### config.mk
export PLATFORM = sky130hd
export DESIGN_NAME = pcfrg_top
export DESIGN_NICKNAME = d
export VERILOG_FILES = /design/src/hw/pcfrg_pkg.sv /design/src/hw/pcfrg_sync.sv /design/src/hw/pcfrg_top.sv
export SDC_FILE = /design/constraint.sdc
export NUM_CORES = 1
export LEC_CHECK = 0
export BUFFER_PORTS_ARGS = -buffer_cell sky130_fd_sc_hd__clkbuf_2
export CAP_MARGIN = 20
export CORE_MARGIN = 2
export CORE_UTILIZATION = 55
export DETAILED_ROUTE_END_ITERATION = 16
export PLACE_DENSITY = 0.75
export SETUP_SLACK_MARGIN = 0.2
export SYNTH_ARGS = -nofsm -noshare
export SYNTH_HDL_FRONTEND = slang
export SYNTH_SLANG_ARGS = --single-unit
### constraint.sdc
create_clock -name clk_sys -period 5 [get_ports clk_sys]
set_input_delay 0.25 -clock clk_sys [delete_from_list [all_inputs] [get_ports clk_sys]]
set_output_delay 0.25 -clock clk_sys [all_outputs]
set_load 0.03 [all_outputs]
### src/hw/pcfrg_pkg.sv
package pcfrg_pkg;
   // Reset/lock hold, counted in base-clock cycles
   localparam int unsigned RELEASE_CYCLES = 1024;
   localparam logic [10:0] RELEASE_LAST = 11'h3ff;
   // Shortest accepted reset-request low pulse
   localparam int unsigned REQ_MIN_NS = 10;
   localparam int unsigned CLK_PERIOD_NS = 10;
   localparam int unsigned REQ_MIN_CYC =
      (REQ_MIN_NS + CLK_PERIOD_NS - 1) / CLK_PERIOD_NS;
   // Restart window after output stop is negated, in base cycles
   localparam int unsigned RESTART_CYCLES = 3;
   // Phase counter: bit0 double rate, bit1 base, bit2 half rate
   localparam int unsigned PHASE_W = 3;
   localparam int unsigned SYNC_STAGES = 2;
   typedef enum logic [1:0] {
      PCFRG_WAIT_LOCK,
      PCFRG_COUNT,
      PCFRG_RELEASED
   } pcfrg_state_t;
endpackage

### src/hw/pcfrg_sync.sv
`timescale 1ns/1ps
// Two-flop synchroniser; the first stage feeds only the second
module pcfrg_sync (
   input wire logic clk_sys,
   input wire logic reset_n,
   input wire logic din,
   output logic dout
);
   logic meta_q;
   always_ff @(posedge clk_sys) begin
      if (!reset_n) begin
         meta_q <= 1'b0;
         dout <= 1'b0;
      end else begin
         meta_q <= din;
         dout <= meta_q;
      end
   end
endmodule

### src/hw/pcfrg_top.sv
`timescale 1ns/1ps
// Functional notes
// - Inverted output is complement of free-running base output 2
// - Double-rate output toggles twice base rate
// - Half-rate output runs free; nothing inside uses it
// - Loop enable low gives bypass mode stepped by the reference
// - Reset/lock output only pulls low
// - Request high: low until lock plus 1024
// - Request low at power-up: 1024 after rise
// - Locked short request low forces 1024 cycles
// - Clocks keep running during reset hold
// - Release right after the 1024th cycle
// - Stop holds double-rate and two base outputs
// - Stopped outputs run within three cycles
module pcfrg_top (
   input wire logic clk_sys,
   input wire logic reset_n,
   input wire logic vco_clk,
   input wire logic ref_clk,
   input wire logic loop_enable,
   input wire logic lock_detect,
   input wire logic reset_request,
   input wire logic output_stop,
   output logic [2:0] base_clk_out,
   output logic inverted_clk_out,
   output logic double_rate_clk_out,
   output logic half_rate_clk_out,
   output logic reset_lock_o,
   output logic reset_lock_oe
);
   logic vco_s, ref_s, lock_s, req_s, stop_s, len_s;
   logic vco_prev_q, ref_prev_q;
   logic [pcfrg_pkg::PHASE_W-1:0] phase_q;
   logic [pcfrg_pkg::PHASE_W-1:0] phase_d;
   logic [10:0] count_q;
   logic pend_q;
   logic base_q, dbl_q, half_q;
   logic [2:0] base_out_q;
   pcfrg_pkg::pcfrg_state_t state_q;

   wire [5:0] pin_raw = {loop_enable, output_stop, reset_request, lock_detect, ref_clk, vco_clk};
   logic [5:0] pin_s;
   // Every pin is asynchronous, so each one passes two flops before use
   genvar s;
   generate
      for (s = 0; s < 6; s++) begin : g_sync
         pcfrg_sync u_sync (
            .clk_sys(clk_sys),
            .reset_n(reset_n),
            .din(pin_raw[s]),
            .dout(pin_s[s])
         );
      end
   endgenerate

   assign vco_s = pin_s[0];
   assign ref_s = pin_s[1];
   assign lock_s = pin_s[2];
   assign req_s = pin_s[3];
   assign stop_s = pin_s[4];
   assign len_s = pin_s[5];

   // Oscillator edges step the divider; bypass steps it from the reference
   wire vco_rise = vco_s & ~vco_prev_q;
   wire ref_edge = ref_s ^ ref_prev_q;
   wire step = len_s ? vco_rise : ref_edge;
   assign phase_d = phase_q + 3'h1;
   // Base rising edge: phase bit1 goes 0 to 1
   wire base_rise = step & (phase_d[1:0] == 2'h2);
   wire base_q_d = phase_d[1];
   wire locked = len_s ? lock_s : 1'b1;
   // Stopped outputs wait for a base rising edge so no runt pulse leaves
   logic gate_q;
   always_ff @(posedge clk_sys) begin
      if (!reset_n) begin
         gate_q <= 1'b0;
      end else if (stop_s) begin
         // Set wins over clear when a stop lands on a base edge
         gate_q <= 1'b1;
      end else if (base_rise) begin
         gate_q <= 1'b0;
      end
   end
   wire stop_hold = stop_s | gate_q;

   // Previous synchronised levels for edge detection
   always_ff @(posedge clk_sys) begin
      if (!reset_n) begin
         vco_prev_q <= 1'b0;
         ref_prev_q <= 1'b0;
      end else begin
         vco_prev_q <= vco_s;
         ref_prev_q <= ref_s;
      end
   end

   // Divider never stops, even while stopped outputs are held
   always_ff @(posedge clk_sys) begin
      if (!reset_n) begin
         phase_q <= 3'h0;
      end else if (step) begin
         phase_q <= phase_d;
      end
   end

   always_ff @(posedge clk_sys) begin
      if (!reset_n) begin
         base_q <= 1'b0;
         dbl_q <= 1'b0;
         half_q <= 1'b0;
      end else if (step) begin
         dbl_q <= phase_d[0] ? 1'b0 : 1'b1;
         base_q <= base_q_d;
         half_q <= phase_d[2];
      end
   end

   // Stop gating; base output 2 never stops, including during reset hold
   genvar g;
   generate
      for (g = 0; g < 3; g++) begin : g_base
         if (g < 2) begin : g_gated
            always_ff @(posedge clk_sys) begin
               if (!reset_n) begin
                  base_out_q[g] <= 1'b0;
               end else begin
                  base_out_q[g] <= stop_hold ? 1'b0 : base_q;
               end
            end
         end else begin : g_free
            always_ff @(posedge clk_sys) begin
               if (!reset_n) begin
                  base_out_q[g] <= 1'b0;
               end else begin
                  base_out_q[g] <= base_q;
               end
            end
         end
      end
   endgenerate

   // Every output leaves through one register stage so all edges line up
   logic dbl_out_q, inv_out_q, half_out_q;
   always_ff @(posedge clk_sys) begin
      if (!reset_n) begin
         dbl_out_q <= 1'b0;
         inv_out_q <= 1'b1;
         half_out_q <= 1'b0;
      end else begin
         dbl_out_q <= stop_hold ? 1'b0 : dbl_q;
         inv_out_q <= ~base_q;
         half_out_q <= half_q;
      end
   end

   assign base_clk_out = base_out_q;
   assign inverted_clk_out = inv_out_q;
   assign double_rate_clk_out = dbl_out_q;
   assign half_rate_clk_out = half_out_q;

   // Request low pulse of at least one sample re-arms the hold
   wire req_low = ~req_s;
   wire count_last = count_q == pcfrg_pkg::RELEASE_LAST;
   pcfrg_pkg::pcfrg_state_t state_d;
   logic [10:0] count_d;
   always_comb begin
      state_d = state_q;
      count_d = count_q;
      case (state_q)
         pcfrg_pkg::PCFRG_WAIT_LOCK: begin
            count_d = 11'h000;
            if (locked && !req_low) begin
               state_d = pcfrg_pkg::PCFRG_COUNT;
            end
         end
         pcfrg_pkg::PCFRG_COUNT: begin
            // Loss of lock restarts the wait; a partial count never survives it
            if (!locked) begin
               state_d = pcfrg_pkg::PCFRG_WAIT_LOCK;
               count_d = 11'h000;
            end else if (req_low) begin
               count_d = 11'h000;
            end else if (base_rise) begin
               count_d = count_q + 11'h001;
               if (count_last) begin
                  state_d = pcfrg_pkg::PCFRG_RELEASED;
               end
            end
         end
         pcfrg_pkg::PCFRG_RELEASED: begin
            if (req_low) begin
               state_d = pcfrg_pkg::PCFRG_COUNT;
               count_d = 11'h000;
            end else if (!locked) begin
               state_d = pcfrg_pkg::PCFRG_WAIT_LOCK;
            end
         end
         default: begin
            state_d = pcfrg_pkg::PCFRG_WAIT_LOCK;
            count_d = 11'h000;
         end
      endcase
   end

   always_ff @(posedge clk_sys) begin
      if (!reset_n) begin
         state_q <= pcfrg_pkg::PCFRG_WAIT_LOCK;
         count_q <= 11'h000;
         pend_q <= 1'b0;
      end else begin
         state_q <= state_d;
         count_q <= count_d;
         pend_q <= state_q != pcfrg_pkg::PCFRG_RELEASED;
      end
   end

   // Open drain: value always low, enable pulls
   assign reset_lock_o = 1'b0;
   assign reset_lock_oe = pend_q;
endmodule

# Yosys cells after proc, flatten, opt, wreduce, memory -nomap -nowiden
# Cells that the tools add are included.
[classes]
addsub = 2
eq_ne = 12
mux = 18
bitwise_logic = 7
reduce_logical = 6
[op_table]
columns = ["op", "count"]
rows = [
  ["11-bit 2-to-1 mux", 4],
  ["11-bit one-hot mux with 2 select lines", 1],
  ["2-bit 2-to-1 mux", 7],
  ["11-bit by 1-bit adder with 11-bit output (second input constant)", 1],
  ["11-bit by 10-bit equality test with 1-bit output (second input constant)", 1],
  ["3-bit != test (second input constant)", 3],
  ["2-bit != test (second input constant)", 3],
  ["2-bit one-hot mux with 3 select lines", 1],
  ["1-bit 2-to-1 mux", 5],
  ["5-bit AND reduction", 1],
  ["2-bit equality test (second input constant)", 2],
  ["4-bit != test (second input constant)", 1],
  ["3-bit by 1-bit adder with 3-bit output (second input constant)", 1],
  ["3-bit by 2-bit != test with 1-bit output (second input constant)", 1],
  ["1-bit inverter", 3],
  ["1-bit bitwise AND", 2],
  ["2-bit by 1-bit equality test with 1-bit output (second input constant)", 1],
  ["2-bit zero test", 1],
  ["2-bit AND reduction", 1],
  ["2-bit nonzero test", 1],
  ["2-bit OR reduction", 1],
  ["1-bit logical AND", 1],
  ["1-bit OR", 1],
  ["1-bit XOR", 1],
]
[totals]
ff_bits = 40
inputBits = 8
out_inout_bits = 8
wordCells = 72

# Logic depth before layout (Yosys ltp)
[logic_depth]
word_depth = 8
depth_mapped = 8

# By module
# A second synthesis with hierarchy kept.
[hier_totals]
cells_unflattened = 156
area_unflattened_um2 = 1497.7
[modules_own_cells]
columns = ["module", "n_inst", "cells_per_inst", "area_each_um2", "seq_area_each_um2"]
rows = [
  ["pcfrg_top", 1, 132, 1182.4, 520.5],
  ["pcfrg_sync", 6, 4, 52.6, 40.0],
]

# Least setup slack after synthesis
# OpenSTA, ideal clock, no wires.
[synth_timing]
path_kind = "flip-flop to flip-flop"
from = "register count_q[0]"
to = "register state_q[0]"
arrival_ps = 1457
required_ps = 4883
slack_ps = 3425
path_stages_with_launch = 6
n_path_buf = 0
path_cell_list = "dfxtp_1 > ha_1 > and4_1 > nor3b_1 > nand4b_1 > a32o_1"
[synth_via]
elab_chain_len = 3
[synth_lines]
columns = ["element", "line_no", "text"]
rows = [
  ["from (decl)", "pcfrg_top.sv:35", "logic [10:0] count_q;"],
  ["from (signal assigned)", "pcfrg_top.sv:212", "count_q <= count_d;"],
  ["11-bit by 10-bit equality test with 1-bit output", "pcfrg_top.sv:163", "wire count_last = count_q == pcfrg_pkg::RELEASE_LAST;"],
  ["3-bit != test (no source line)", "n/a", ""],
  ["5-bit AND reduction (no source line)", "n/a", ""],
  ["to (signal assigned)", "pcfrg_top.sv:207", "state_q <= pcfrg_pkg::PCFRG_WAIT_LOCK;"],
  ["to (signal assigned)", "pcfrg_top.sv:211", "state_q <= state_d;"],
  ["to (decl)", "pcfrg_top.sv:39", "pcfrg_pkg::pcfrg_state_t state_q;"],
]
# Every way passes these cells.
# A chain may end at the register's enable or synchronous reset.

# Worst setup path after layout
[layout_timing]
from = "register state_q[0]"
to = "register count_q[9]"
[layout_via]
elab_chain_len = 3
[layout_lines]
columns = ["element", "line_no", "text"]
rows = [
  ["2-bit by 1-bit equality test with 1-bit output / 2-bit equality test (equally long branches)", "pcfrg_top.sv:169", "case (state_q)"],
  ["4-bit != test (no source line) / 2-bit != test (equally long branches)", "n/a", ""],
  ["2-bit AND reduction (no source line)", "n/a", ""],
]
# Parallel ways exist; a longest one is shown, timed or not.

==> out/qor.yml <==
status: "finished, final reports clean"
n_antenna_cell: 0
drt-pass1-iter-count: 4
initial_core_util: 0.568
overflow: 0
p_leak_uw: 0.000661
place_ws_ns: 3.09
drc: 0
async_flop_share: 0
insertion_delay_ns: 0.34
syn_to_final_growth_pct: 6.99
crit_chain: "and2b_1 > nand4_1 > or4_1 > o211ai_2"
grt_usage: 0.188
h-tree-depth: 2
tightest_slew_ns: 0.782
final_nets: 182
clk_path_buf_depth: 2
wirelength_mm: 2.64
reg2reg_slack_ns: 3.21
cp.arrival_ns: 2.07
yosysTopAreaCell: "dfxtp_1"
finalMaxSlewViolations: 0
tritoncts: "yes"
cp_data_required_time_ns: 5.28
grt_max_degree: 30
top_level_ports: 16
p_per_area_nw_per_um2: 308
clock_sinks: 38
die_x_um: 56.9
hpwlAfterDp_mm: 1.84
ys_warn_count: 0
cts_setup_buffers: 0
root_buffer: "clkbuf_4"
ys_seq_area_frac: 0.494
cp_max_fo: 11
cts_buffers: 5
viasPerCell: 5.64
row_count: 19
setup_viol: 0
min_from: "reset_request"
hold_path_class: "in -> reg"
max_freq_mhz: 558
syn-num-nets: 171
r2r-start: "state_q[0]$_SDFFE_PN0P_"
use_met2: 0.291
use_met1: 0.210
hold_buffers: 0
antenna_found_initial: 0
ir_worst_vdd_uv: 252
portBuffers: 14
ant_nets: 0
yosys-top-cells-area: "dfxtp_1, and2_1, nand2_1, o21ai_1, ha_1"
fp.dieH_um: 56.9
via_count: 1134
fin_crit_ns: 1.79
power_uw: 506
layout_commonest_cell: "dfxtp_1"
drt_first_iter_violations: 39
holdWs_ns: 0.105
synth_edf_count: 0
cp_slowest_cell: "or4_1"
worstSetupStartpoint: "state_q[0]$_SDFFE_PN0P_"
mostFrequentLayoutCells: "dfxtp_1, and2_1, nand2_1, clkbuf_2, o21ai_1"
drive_gt1_frac: 0.135
drv_cap: 0
multi_input_area_sq_um: 703
yosysUniqueCellTypes: 39
dieArea_sq_um: 3240
grt_pass1_vias: 1069
grt_pass1_wl_mm: 4.51
cts.reportedPaths.clkPinSlew_ns: 0.11
synth_area_sq_um: 1540
num-fill-cells: 242
synthFlopType: "dfxtp_1"
ys_ff_latch: 38
timing.final.ws_setup_ns: 3.21
cts_resized: 0
cp-end-kind: "register"
globalRouteMet3Util: 0.0691
register_area_sq_um: 761
fin_crit_sh: 0.359
synth_top_area_frac: 0.494
syn_avg_cell_area_sq_um: 9.62
setup_tns_ns: 0
hold_viol: 0
rsz0062_at_grt: "no"
wl_per_cell_um: 13.1
relSlewSlack: 0.475
synthCells: 160
path_class: "reg -> reg"
cp_slowest_stage_delay_ns: 0.65
busiest_layer: "met2"
cp-start-kind: "register"
gp_congestion: 0.843
worst_clock_skew_ns: 0.0102
core_sq_um: 2710
[layer usage]
metal / part of all wire / wire length [um] / up-vias
met5: 0 / 0 / -
met4: 0.023 / 61 / 0
met3: 0.046 / 121 / 5
met2: 0.49 / 1280 / 27
met1: 0.44 / 1170 / 526
li1: - / - / 576
[where the power goes]
part	internal [uW]	switching [uW]
Combinational	13.5	20.0
Sequential	312	5.11
Clock	63.4	92.7
Total	389	118
[registers in the layout, indices dropped and copies added, names as in the netlist, 2 cells and up]
register,cells
phase_q,3
state_q,2
g_sync.u_sync.meta_q,6
g_sync.u_sync.dout,6
base_clk_out,2
count_q,11
[cell families (layout without fill, tap and decap cells)]
logic type	after synthesis	count (layout)	synth area share
buffers and inverters	16	26	0.0488
flip-flops	38	38	0.494
multiplexers	2	2	0.0211
AND/OR/NAND/NOR	66	66	0.254
other	1	1	0.00244
adder cells (fa/ha/maj)	3	3	0.0244
AO/OA/AOI/OAI	31	31	0.138
XOR/XNOR	3	3	0.0171
[per-stage QoR]
step           utilization  cells  instance area [sq um]
6_report             0.608    201                   1650
5_1_grt              0.608    201                   1650
4_1_cts              0.608    201                   1650
3_5_place_dp         0.589    195                   1600
3_3_place_gp         0.589    195                   1600
2_1_floorplan            -    160                   1540
[critical path: cells and delay by family, from the launching register on]
kind,cells,cell delay (ns)
AND/OR/NAND/NOR,3,1.21
flip-flops,1,0.39
AO/OA/AOI/OAI,1,0.14
[cells in the mapped netlist, drive strengths merged (3+ instances only)]
| cell type | instances |
|---|---|
| buf | 8 |
| nor2b | 6 |
| nand2 | 14 |
| nand3 | 4 |
| and2 | 19 |
| nand4 | 6 |
| ha | 3 |
| nand2b | 4 |
| o31ai | 4 |
| a31oi | 3 |
| dfxtp | 38 |
| nor3 | 3 |
| o211ai | 3 |
| inv | 6 |
| o21ai | 11 |
[cell type report]
class                      count  area share
timing repair buffer          14      0.0426
clock buffer                   6      0.0312
tap                           31      0.0236
inverter                       6      0.0137
sequential                    38       0.462
multi-input combinational    106       0.427
[path summary, 6_finish.rpt]
path,end,depth (start not counted)
worst max-delay path,count_q[9]$_SDFFE_PN0P_,4
worst min-delay path,g_sync[3].u_sync.meta_q$_SDFF_PN0_,2
worst max register to register,count_q[9]$_SDFFE_PN0P_,4
worst min register to register,g_sync[0].u_sync.dout$_SDFF_PN0_,1
No activity file was read; power rests on OpenSTA's default activity.
